===== src/erc_pkg.sv =====
// Constants, carriers and state layout of the enclave re-entry check block.
// Assumes one 250 MHz core clock and an Avalon-MM register slave with waitrequest.
//
// Function
// - Leaf value 03H starts re-entry; second operand is structure, third is exit pointer.
// - Fault when the thread control structure address is misaligned.
// - That address must sit on a 4KByte boundary, else general-protection fault.
// - Fault when any must-be-zero flag bit of the structure is set.
// - Fault when the structure is invalid, unavailable or locked elsewhere.
// - Fault when the current 32/64-bit mode differs from the enclave mode attribute.
// - Fault when the enclave control structure is busy in another enclave.
// - In 32-bit mode, fault when proposed FS or GS is not inside the current DS segment.
// - Fault when any DS, ES, CS or SS base is nonzero.
// - Extended save present but not OS enabled: fault unless feature mask equals 3.
// - OS extended save enabled: fault when feature mask exceeds feature control.
// - Fault when bytes 520-535 of the saved extended area are nonzero.
// - Fault when the vector at byte 512 holds bits outside the feature mask.
// - Fault when the selected state save frame is invalid or busy.
// - General-protection fault when the current save frame index is zero.
// - In 64-bit mode, fault when the exit pointer is not canonical.
// - On success store the exit pointer into the thread control structure.
// - Save FS and GS; new bases from offsets, limits only in 32-bit mode.
// - With OS extended save, save feature control and load it with the mask.
// - Opt-out: save and clear trap flag, restore at exit; flag pops cannot set it.
// - Opt-in: pend a single-step exception right after the entry.
// - Suppress code breakpoints outside range; opt-out also suppresses overlapping ones.
// - Opt-out suppresses thread monitoring and sampling except fixed counters one, two.
// - Opt-out demotes other threads to own-thread counting, setting their bit 60.
// - Opt-out suppression sets bits 60 and 63 of global perf status.
package erc_pkg;

    // ======================================================================
    // Bus carrier
    typedef struct packed {
        logic [7:0]  address;
        logic        read;
        logic        write;
        logic [31:0] writedata;
    } erc_av_s;

    // ======================================================================
    // Word indices; byte address is four times the index.
    localparam logic [5:0] W_LEAF  = 6'h00;
    localparam logic [5:0] W_TCS   = 6'h01;
    localparam logic [5:0] W_AEPL  = 6'h02;
    localparam logic [5:0] W_AEPH  = 6'h03;
    localparam logic [5:0] W_CPU   = 6'h04;
    localparam logic [5:0] W_FLAGS = 6'h05;
    localparam logic [5:0] W_TSTAT = 6'h06;
    localparam logic [5:0] W_CURRENT_SAVE_FRAME_INDEX  = 6'h07;
    localparam logic [5:0] W_FSOFS = 6'h08;
    localparam logic [5:0] W_GSOFS = 6'h09;
    localparam logic [5:0] W_FSLIM = 6'h0A;
    localparam logic [5:0] W_GSLIM = 6'h0B;
    localparam logic [5:0] W_SECSB = 6'h0C;
    localparam logic [5:0] W_DSLIM = 6'h0D;
    localparam logic [5:0] W_ENCLAVE_FEATURE_REQUEST_MASK  = 6'h0E;
    localparam logic [5:0] W_EXTENDED_FEATURE_CONTROL  = 6'h0F;
    localparam logic [5:0] W_XSHDR = 6'h10;
    localparam logic [5:0] R_SAEPL = 6'h11;
    localparam logic [5:0] R_SAEPH = 6'h12;
    localparam logic [5:0] R_FSB   = 6'h13;
    localparam logic [5:0] R_GSB   = 6'h14;
    localparam logic [5:0] R_FSL   = 6'h15;
    localparam logic [5:0] R_GSL   = 6'h16;
    localparam logic [5:0] R_SFSB  = 6'h17;
    localparam logic [5:0] R_SGSB  = 6'h18;
    localparam logic [5:0] R_SXCR0 = 6'h19;
    localparam logic [5:0] R_DBG   = 6'h1A;
    localparam logic [5:0] R_CTRL  = 6'h1B;
    localparam int         NWORD   = 27;
    localparam logic [5:0] NCFG    = 6'h11;

    // ======================================================================
    // Values and masks
    localparam logic [7:0]  LEAF_RESUME = 8'h03;
    localparam logic [11:0] PAGE_OFS    = 12'h000;
    localparam logic [31:0] FLAGS_MBZ   = 32'hFFFF_FFFE;
    localparam logic [31:0] ENCLAVE_FEATURE_REQUEST_MASK_LEGACY = 32'h0000_0003;
    localparam logic [31:0] DS_4GB      = 32'hFFFF_FFFF;
    localparam logic [31:0] CURRENT_SAVE_FRAME_INDEX_NONE   = 32'h0000_0000;

    // ======================================================================
    // Field positions
    localparam int CPU_M64 = 0;
    localparam int CPU_OSX = 1;
    localparam int CPU_FXS = 2;
    localparam int CPU_XAV = 3;
    localparam int CPU_TF  = 4;
    localparam int FL_OPTIN = 0;
    localparam int TS_VALID = 0;
    localparam int TS_AVAIL = 1;
    localparam int TS_LOCK  = 2;
    localparam int TS_SBUSY = 3;
    localparam int TS_SSAV  = 4;
    localparam int TS_SSAB  = 5;
    localparam int TS_SM64  = 6;
    localparam int TS_XRSV  = 7;
    localparam int TS_SEGB  = 8;
    localparam int DB_INENC = 0;
    localparam int DB_OPTO  = 1;
    localparam int DB_STF   = 2;
    localparam int DB_PSS   = 3;
    localparam int DB_PSUP  = 4;
    localparam int DB_G60   = 5;
    localparam int DB_G63   = 6;
    localparam int DB_BPOV  = 7;
    localparam int CT_EXIT  = 0;
    localparam int CT_POPF  = 1;
    localparam int CT_NTF   = 2;

    // ======================================================================
    // Fault checks in priority order and their class
    localparam int F_SEGB = 0;
    localparam int F_ALGN = 1;
    localparam int F_CANO = 2;
    localparam int F_LOCK = 3;
    localparam int F_TCSV = 4;
    localparam int F_MBZ  = 5;
    localparam int F_SBSY = 6;
    localparam int F_MODE = 7;
    localparam int F_FXSR = 8;
    localparam int F_ENCLAVE_FEATURE_REQUEST_MASK = 9;
    localparam int F_CURRENT_SAVE_FRAME_INDEX = 10;
    localparam int F_SSA  = 11;
    localparam int F_XHDR = 12;
    localparam int F_FSGS = 13;
    localparam int NF     = 14;
    localparam logic [13:0] PF_MASK = 14'h0810;

    typedef enum logic {ERC_IDLE, ERC_CHECK} erc_st_e;

    typedef struct packed {
        erc_st_e                st;
        logic                   ack;
        logic [31:0]            rdata;
        logic [NWORD-1:0][31:0] r;
        logic [3:0]             cause;
        logic                   lgp;
        logic                   lpf;
        logic                   done;
        logic                   demote;
    } erc_state_s;

endpackage


===== src/erc_core.sv =====
// Enclave re-entry check and state-change engine with its register file.
// Assumes the core fills the context words over the bus before writing the leaf word.
`timescale 1ns/1ns
module erc_core (
    // Clock and reset
    input  wire logic              clk,
    input  wire logic              nrst,
    // Register bus
    input  wire erc_pkg::erc_av_s  av,
    output logic [31:0]            readdata,
    output logic                   waitrequest,
    // Check outcome
    output logic                   done,
    output logic                   fault_gp,
    output logic                   fault_pf,
    // Debug and monitoring control
    output logic                   in_enclave,
    output logic                   bp_sup_overlap,
    output logic                   perf_sup,
    output logic                   demote_other,
    output logic                   single_step_pend
);
    import erc_pkg::*;

    // ======================================================================
    // State
    erc_state_s  s_q;
    erc_state_s  s_d;
    logic [5:0]  idx;
    logic        req;
    logic [31:0] cpu;
    logic [31:0] ts;
    logic [31:0] dbg;
    logic [31:0] aeph;
    logic [31:0] fsb;
    logic [31:0] gsb;
    logic [31:0] fsl;
    logic [31:0] gsl;
    logic        m64;
    logic        optout;
    logic [NF-1:0] fv;
    logic        commit;

    assign idx    = av.address[7:2];
    assign req    = av.read | av.write;
    assign cpu    = s_q.r[W_CPU];
    assign ts     = s_q.r[W_TSTAT];
    assign dbg    = s_q.r[R_DBG];
    assign aeph   = s_q.r[W_AEPH];
    assign m64    = cpu[CPU_M64];
    assign optout = ~s_q.r[W_FLAGS][FL_OPTIN];
    assign fsb    = s_q.r[W_FSOFS] + s_q.r[W_SECSB];
    assign gsb    = s_q.r[W_GSOFS] + s_q.r[W_SECSB];
    assign fsl    = fsb + s_q.r[W_FSLIM];
    assign gsl    = gsb + s_q.r[W_GSLIM];

    // A wrapped segment is only legal when DS has no hole, i.e. spans all 4GB.
    function automatic logic outside_ds(input logic [31:0] b, input logic [31:0] l,
                                        input logic [31:0] ds);
        outside_ds = (l < b) ? (ds != DS_4GB) : (l > ds);
    endfunction

    // ======================================================================
    // Checks
    always_comb
    begin
        fv         = '0;
        fv[F_SEGB] = |ts[TS_SEGB+3:TS_SEGB];
        fv[F_ALGN] = s_q.r[W_TCS][11:0] != PAGE_OFS;
        fv[F_CANO] = m64 & ~((&aeph[31:15]) | ~(|aeph[31:15]));
        fv[F_LOCK] = ts[TS_LOCK];
        fv[F_TCSV] = ~ts[TS_VALID] | ~ts[TS_AVAIL];
        fv[F_MBZ]  = |(s_q.r[W_FLAGS] & FLAGS_MBZ);
        fv[F_SBSY] = ts[TS_SBUSY];
        fv[F_MODE] = m64 != ts[TS_SM64];
        fv[F_FXSR] = ~cpu[CPU_FXS];
        fv[F_ENCLAVE_FEATURE_REQUEST_MASK] = cpu[CPU_OSX]
                   ? |(s_q.r[W_ENCLAVE_FEATURE_REQUEST_MASK] & ~s_q.r[W_EXTENDED_FEATURE_CONTROL])
                   : cpu[CPU_XAV] & (s_q.r[W_ENCLAVE_FEATURE_REQUEST_MASK] != ENCLAVE_FEATURE_REQUEST_MASK_LEGACY);
        fv[F_CURRENT_SAVE_FRAME_INDEX] = s_q.r[W_CURRENT_SAVE_FRAME_INDEX] == CURRENT_SAVE_FRAME_INDEX_NONE;
        fv[F_SSA]  = ~ts[TS_SSAV] | ts[TS_SSAB];
        fv[F_XHDR] = ts[TS_XRSV] | |(s_q.r[W_XSHDR] & ~s_q.r[W_ENCLAVE_FEATURE_REQUEST_MASK]);
        fv[F_FSGS] = ~m64 & (outside_ds(fsb, fsl, s_q.r[W_DSLIM])
                           | outside_ds(gsb, gsl, s_q.r[W_DSLIM]));
    end

    assign commit = (s_q.st == ERC_CHECK) && (fv == '0);

    // ======================================================================
    // Next state
    always_comb
    begin
        s_d        = s_q;
        s_d.done   = 1'b0;
        s_d.demote = 1'b0;
        s_d.ack    = 1'b0;
        // Each access is held one cycle, or two when it arrives during a check, so read data always comes from a flop.
        if (s_q.st == ERC_IDLE && req && !s_q.ack)
        begin
            s_d.ack   = 1'b1;
            s_d.rdata = 32'h0000_0000;
            if (idx == W_LEAF)
            begin
                s_d.rdata = {24'h00_0000, s_q.cause, s_q.lpf, s_q.lgp, 1'b0, 1'b0};
            end
            else if (idx < R_CTRL)
            begin
                s_d.rdata = s_q.r[idx];
            end
        end
        if (s_q.ack && av.write)
        begin
            if (idx < NCFG)
            begin
                s_d.r[idx] = av.writedata;
            end
            if (idx == W_LEAF && av.writedata[7:0] == LEAF_RESUME)
            begin
                s_d.st = ERC_CHECK;
            end
            if (idx == R_DBG)
            begin
                s_d.r[R_DBG][DB_PSS] = dbg[DB_PSS] & ~av.writedata[DB_PSS];
                s_d.r[R_DBG][DB_G60] = dbg[DB_G60] & ~av.writedata[DB_G60];
                s_d.r[R_DBG][DB_G63] = dbg[DB_G63] & ~av.writedata[DB_G63];
            end
            if (idx == R_CTRL && av.writedata[CT_POPF])
            begin
                // Inside an opt-out enclave a flag pop can never raise the trap flag.
                s_d.r[W_CPU][CPU_TF] = av.writedata[CT_NTF]
                                     & ~(dbg[DB_INENC] & dbg[DB_OPTO]);
            end
            if (idx == R_CTRL && av.writedata[CT_EXIT] && dbg[DB_INENC])
            begin
                if (dbg[DB_OPTO])
                begin
                    s_d.r[W_CPU][CPU_TF] = dbg[DB_STF];
                end
                s_d.r[R_DBG][DB_INENC] = 1'b0;
                s_d.r[R_DBG][DB_OPTO]  = 1'b0;
                s_d.r[R_DBG][DB_PSUP]  = 1'b0;
                s_d.r[R_DBG][DB_BPOV]  = 1'b0;
            end
        end
        if (s_q.st == ERC_CHECK)
        begin
            s_d.st    = ERC_IDLE;
            s_d.done  = 1'b1;
            s_d.lgp   = 1'b0;
            s_d.lpf   = 1'b0;
            s_d.cause = 4'h0;
            // The lowest set check wins, so only the first fault is reported.
            for (int i = NF - 1; i >= 0; i--)
            begin
                if (fv[i])
                begin
                    s_d.cause = 4'(i);
                    s_d.lgp   = ~PF_MASK[i];
                    s_d.lpf   = PF_MASK[i];
                end
            end
            if (commit)
            begin
                s_d.r[R_SAEPL] = s_q.r[W_AEPL];
                s_d.r[R_SAEPH] = s_q.r[W_AEPH];
                s_d.r[R_SFSB]  = s_q.r[R_FSB];
                s_d.r[R_SGSB]  = s_q.r[R_GSB];
                s_d.r[R_FSB]   = fsb;
                s_d.r[R_GSB]   = gsb;
                if (!m64)
                begin
                    s_d.r[R_FSL] = fsl;
                    s_d.r[R_GSL] = gsl;
                end
                if (cpu[CPU_OSX])
                begin
                    s_d.r[R_SXCR0] = s_q.r[W_EXTENDED_FEATURE_CONTROL];
                    s_d.r[W_EXTENDED_FEATURE_CONTROL]  = s_q.r[W_ENCLAVE_FEATURE_REQUEST_MASK];
                end
                s_d.r[R_DBG][DB_INENC] = 1'b1;
                s_d.r[R_DBG][DB_OPTO]  = optout;
                // Stale suppression from an earlier entry must not leak into an opt-in one.
                s_d.r[R_DBG][DB_BPOV]  = optout;
                s_d.r[R_DBG][DB_PSUP]  = optout;
                if (optout)
                begin
                    s_d.r[R_DBG][DB_STF]  = cpu[CPU_TF];
                    s_d.r[W_CPU][CPU_TF]  = 1'b0;
                    s_d.r[R_DBG][DB_G60]  = 1'b1;
                    s_d.r[R_DBG][DB_G63]  = 1'b1;
                    s_d.demote            = 1'b1;
                end
                else
                begin
                    s_d.r[R_DBG][DB_PSS] = 1'b1;
                end
            end
        end
    end

    always_ff @(posedge clk or negedge nrst)
    begin
        if (!nrst)
        begin
            s_q <= '0;
        end
        else
        begin
            s_q <= s_d;
        end
    end

    // ======================================================================
    // Outputs
    assign waitrequest      = req & ~s_q.ack;
    assign readdata         = s_q.rdata;
    assign done             = s_q.done;
    assign fault_gp         = s_q.done & s_q.lgp;
    assign fault_pf         = s_q.done & s_q.lpf;
    assign in_enclave       = dbg[DB_INENC];
    assign bp_sup_overlap   = dbg[DB_BPOV];
    assign perf_sup         = dbg[DB_PSUP];
    assign demote_other     = s_q.demote;
    assign single_step_pend = dbg[DB_PSS];
endmodule


===== config.mk =====
export PLATFORM = sky130hd
export DESIGN_NAME = erc_core
export DESIGN_NICKNAME = d
export VERILOG_FILES = /design/src/erc_pkg.sv /design/src/erc_core.sv
export SDC_FILE = /design/constraint.sdc
export NUM_CORES = 2
export LEC_CHECK = 0
export BUFFER_PORTS_ARGS = -buffer_cell sky130_fd_sc_hd__buf_2
export CAP_MARGIN = 15
export CORE_MARGIN = 4
export CORE_UTILIZATION = 55
export CTS_CLUSTER_DIAMETER = 80
export CTS_CLUSTER_SIZE = 40
export DETAILED_ROUTE_END_ITERATION = 8
export PLACE_DENSITY = 0.74
export SLEW_MARGIN = 30
export SYNTH_ARGS = -nofsm -noshare
export SYNTH_HDL_FRONTEND = slang
export SYNTH_SLANG_ARGS = --single-unit
export TNS_END_PERCENT = 20

===== constraint.sdc =====
create_clock -name clk -period 9.7 [get_ports clk]
set_clock_uncertainty 0.1 [all_clocks]
set_input_delay 1.455 -clock clk [delete_from_list [all_inputs] [get_ports clk]]
set_output_delay 1.455 -clock clk [all_outputs]
set_load 0.01 [all_outputs]

==> key figures <==
Critical path
  – Critical Path End Type: flop
  – Endpoint of the worst register-to-register path: s_q[742]$_DFF_PN0_
  – Signal arrival time at the worst endpoint: 9.75 ns
  – Most used cell along the critical path: ha_1
  – Origin of the critical flop-to-flop path: s_q[392]$_DFFE_PN0P_
  – Critical Path Max Stage Delay: 0.56 ns
  – Required time at the worst-slack endpoint: 10.11 ns
  – Reg2reg setup slack: 0.36 ns
  – Worst Setup Path Type: reg2reg
  – Worst R2R Path Depth: 30
  – CP startpoint kind: flop
  – Standard cell with the maximum stage delay on the critical path: a2111oi_1
  – Maximum fanout count along the critical path: 48

Route
  – Ratio of routed vias to standard cells: 6.67
  – Initial DRT Pass Iterations: 7
  – Count of unresolved DRC violations after routing: 0
  – Per-cell routed wire length: 28.4 um
  – Wire length after detailed routing: 160 mm
  – Violation count after the first detailed-route iteration: 4,400
  – Antenna-violating nets left: 0
  – Total number of vias: 37,400

Power and ir drop
  – Static Leak: 26.4 nW
  – Total power density per cell area: 156 nW/um^2
  – Share of total power in combinational logic: 21.7%
  – Sequential group share of total power: 48.6%
  – Switching power: 0.00277 W
  – Maximum VDD drop: 0.152 mV
  – Cell-internal power: 0.00564 W
  – Clock network fraction of total power: 29.7%
  – Sw Ratio: 32.9%

Final layout
  – Finished Core Util: 59.0%
  – Syn-to-layout area delta: 6.48%
  – Ratio of cells with drive above 1 in the final layout: 23.3%
  – Area taken by flip-flops and latches: 22,700 um^2
  – Final #Nets: 4,682
  – Number of filler instances in the final layout: 7,387
  – Most common cell after layout, fill and taps aside: dfrtp_1
  – Leading cell types in the layout, fill and taps excluded: dfrtp_1 (906), nand2_1 (645), mux2_2 (547), ha_1 (250), mux4_2 (213)
  – Area of the multi-input gates: 26,200 um^2
  – Post-route cell area: 54,000 um^2

Global routing
  – Overall global routing resource usage: 32.5%
  – Pin count of the biggest net entering global routing: 177
  – Remaining Overflow, GRT: 0
  – First-pass GRT wire length: 237 mm
  – Vias in the first global route: 35,800
  – Initial antenna violation count: 6

Synth
  – Post-synthesis cell type count: 84
  – Cell type with the highest aggregate area in the netlist: dfrtp_1
  – Netlist area before placement: 50,700 um^2
  – Sequential element share of the synthesized area: 44.7%
  – Warning count from the yosys run: 0
  – Synthesized instance count: 4,495
  – Area share of the largest cell type after synthesis: 44.7%
  – Post-synthesis register bit count: 906
  – Net count of the mapped netlist: 4,793
  – Avg Synthesized Cell Area: 11.3 um^2
  – EDFF count, synth: 0
  – Top flip-flop cell by instance count after synthesis: dfrtp_1
  – Async SR Flop Fraction: 100%
  – Main area contributors after synthesis: dfrtp_1 (45%), mux2_2 (12%), mux4_2 (9.5%)

STA
  – Setup repair after global routing missed its margin: false
  – Min cycle time layout: 9.34 ns
  – Slew Viols, Final: 0
  – Final count of hold timing violations: 0
  – Maximum achievable frequency: 107 MHz
  – Final setup violation count: 0
  – Setup Total Neg Slack: 0 ns
  – Worst hold slack after final layout: 0.285 ns
  – Worst slew slack as a fraction of its limit: 34.0%
  – Portion of the clock cycle consumed by the worst path in the final layout: 96.3%
  – Transition time of the tightest slew-check pin: 0.977 ns

Clocking
  – Number of hold-repair buffers added at the cts stage: 0
  – CTS tree: yes
  – Master cell of the clock root buffer: clkbuf_16
  – Maximum level of the CTS H-tree: 2
  – Post-CTS clock slew at the launch and capture registers of the worst setup and hold paths: 0.12 ns
  – Setup fix buffers added after clock tree synthesis: 0
  – Clock buffer count from CTS: 43
  – CTS max path bufs: 3
  – Sink Count: 906
  – Clock latency on the worst-skew pair: 0.69 ns
  – Number of resized instances in the post-cts repair step: 0

Run status
  – Result of the run: finished, final reports clean

Job
  – Max-cap check violation count: 0

Die
  – Core box area: 91,500 um^2
  – Die outline width: 312 um
  – Starting Density: 55.4%
  – I/O pin count: 85
  – Die Y: 312 um
  – Number of standard-cell rows in the floorplan: 111
  – Full die area: 97,100 um^2

Min path
  – Launch point of the worst hold path: dbg[11]$_DFFE_PN0P_
  – Worst hold path type: reg2reg
  – Hold Path Sink: dbg[11]$_DFFE_PN0P_
  – Min-Delay Path Depth: 0

Placement
  – Count of buffers from port buffering: 82
  – Estimated wirelength of the detail-placed design: 116 mm
  – GP Congestion: 0.983
  – DP Area: 52,100 um^2
## power by group through the flow
stage | logic (W) | registers, W | clock network, W
5_1_grt | 0.00197 | 0.00410 | 0.00265
6_report | 0.00182 | 0.00409 | 0.00250
2_1_floorplan | 0.00115 | 0.00408 | 0
3_5_place_dp | 0.00176 | 0.00415 | 0
3_3_place_gp | 0.00173 | 0.00414 | 0
4_1_cts | 0.00178 | 0.00408 | 0.00252
## metal layers
| metal | GRT usage (%) | wire length, um | vias to the layer above |
|---|---|---|---|
| met1 | 48.1 | 66800 | 19200 |
| met2 | 46.5 | 67500 | 1890 |
| li1 | - | - | 16000 |
| met5 | 0 | 0 | - |
| met4 | 10.9 | 6600 | 0 |
| met3 | 8.87 | 18600 | 290 |
## through the flow
stage / std cells / setup WS (ns) / total power, W
6_report: 5608 / 0.362 / 0.00841
5_1_grt: 5607 / 0.109 / 0.00873
4_1_cts: 5600 / 0.410 / 0.00838
3_5_place_dp: 5521 / 0.515 / 0.00591
3_3_place_gp: 5520 / 0.571 / 0.00587
2_1_floorplan: 4495 / 2.63 / 0.00523
## synth_stat cells (67+ instances only)
cell type    n
dfrtp_1    906
nand2_1    651
mux2_2     547
ha_1       250
mux4_2     213
o21ai_0    211
a21oi_1    197
inv_1      177
clkbuf_1   172
nor2_1     164
mux2i_1     70
xnor2_1     69
buf_1       67
## critical path: cells and delay by family (launching register included)
kind	cells	cell delay (ns)
AOI/OAI and AO/OA	15	4.67
xor gates and xnor gates	3	0.97
adders and majority gates	4	1.13
buffers and inverters	3	0.42
DFF	1	0.44
muxes	1	0.37
and+or+nand+nor	4	0.97
## worst max-delay path by stage
stage	start	endpoint	slack [ns]	depth (start not counted)
after floorplan	s_q[392]$_DFFE_PN0P_	s_q[732]$_DFF_PN0_	2.63	36
after global placement	s_q[392]$_DFFE_PN0P_	s_q[802]$_DFF_PN0_	0.57	39
after detailed placement	s_q[392]$_DFFE_PN0P_	s_q[806]$_DFF_PN0_	0.51	39
after CTS	s_q[392]$_DFFE_PN0P_	s_q[802]$_DFF_PN0_	0.41	39
after global routing	s_q[392]$_DFFE_PN0P_	s_q[742]$_DFF_PN0_	0.11	36
final	s_q[392]$_DFFE_PN0P_	s_q[742]$_DFF_PN0_	0.36	30
## sequential cells by signal, summed over array words and instances (netlist names)
register / cells
readdata: 32
cpu: 32
demote_other: 1
aeph: 32
dbg: 32
ts: 32
done: 1
s_q: 744
## kinds of logic after synthesis
family | count (synthesis) | synth area share (%)
compound gates | 760 | 9.44
fa+ha+maj | 254 | 6.33
mux | 889 | 24.3
xor+xnor | 111 | 1.92
simple gates | 1088 | 9.33
flops | 906 | 44.7
buf+inv | 487 | 3.96
## area by class of cell
class	count	area share (%)
clock inverters	30	0.983
diodes	4	0.0185
inverters	179	1.24
multi-input cells	3102	48.5
clock buffers	49	2.17
repair buffers	152	2.36
well taps	1186	2.75
flip-flops and latches	906	42.0
Note: power is estimated with default switching activity, not from simulation.
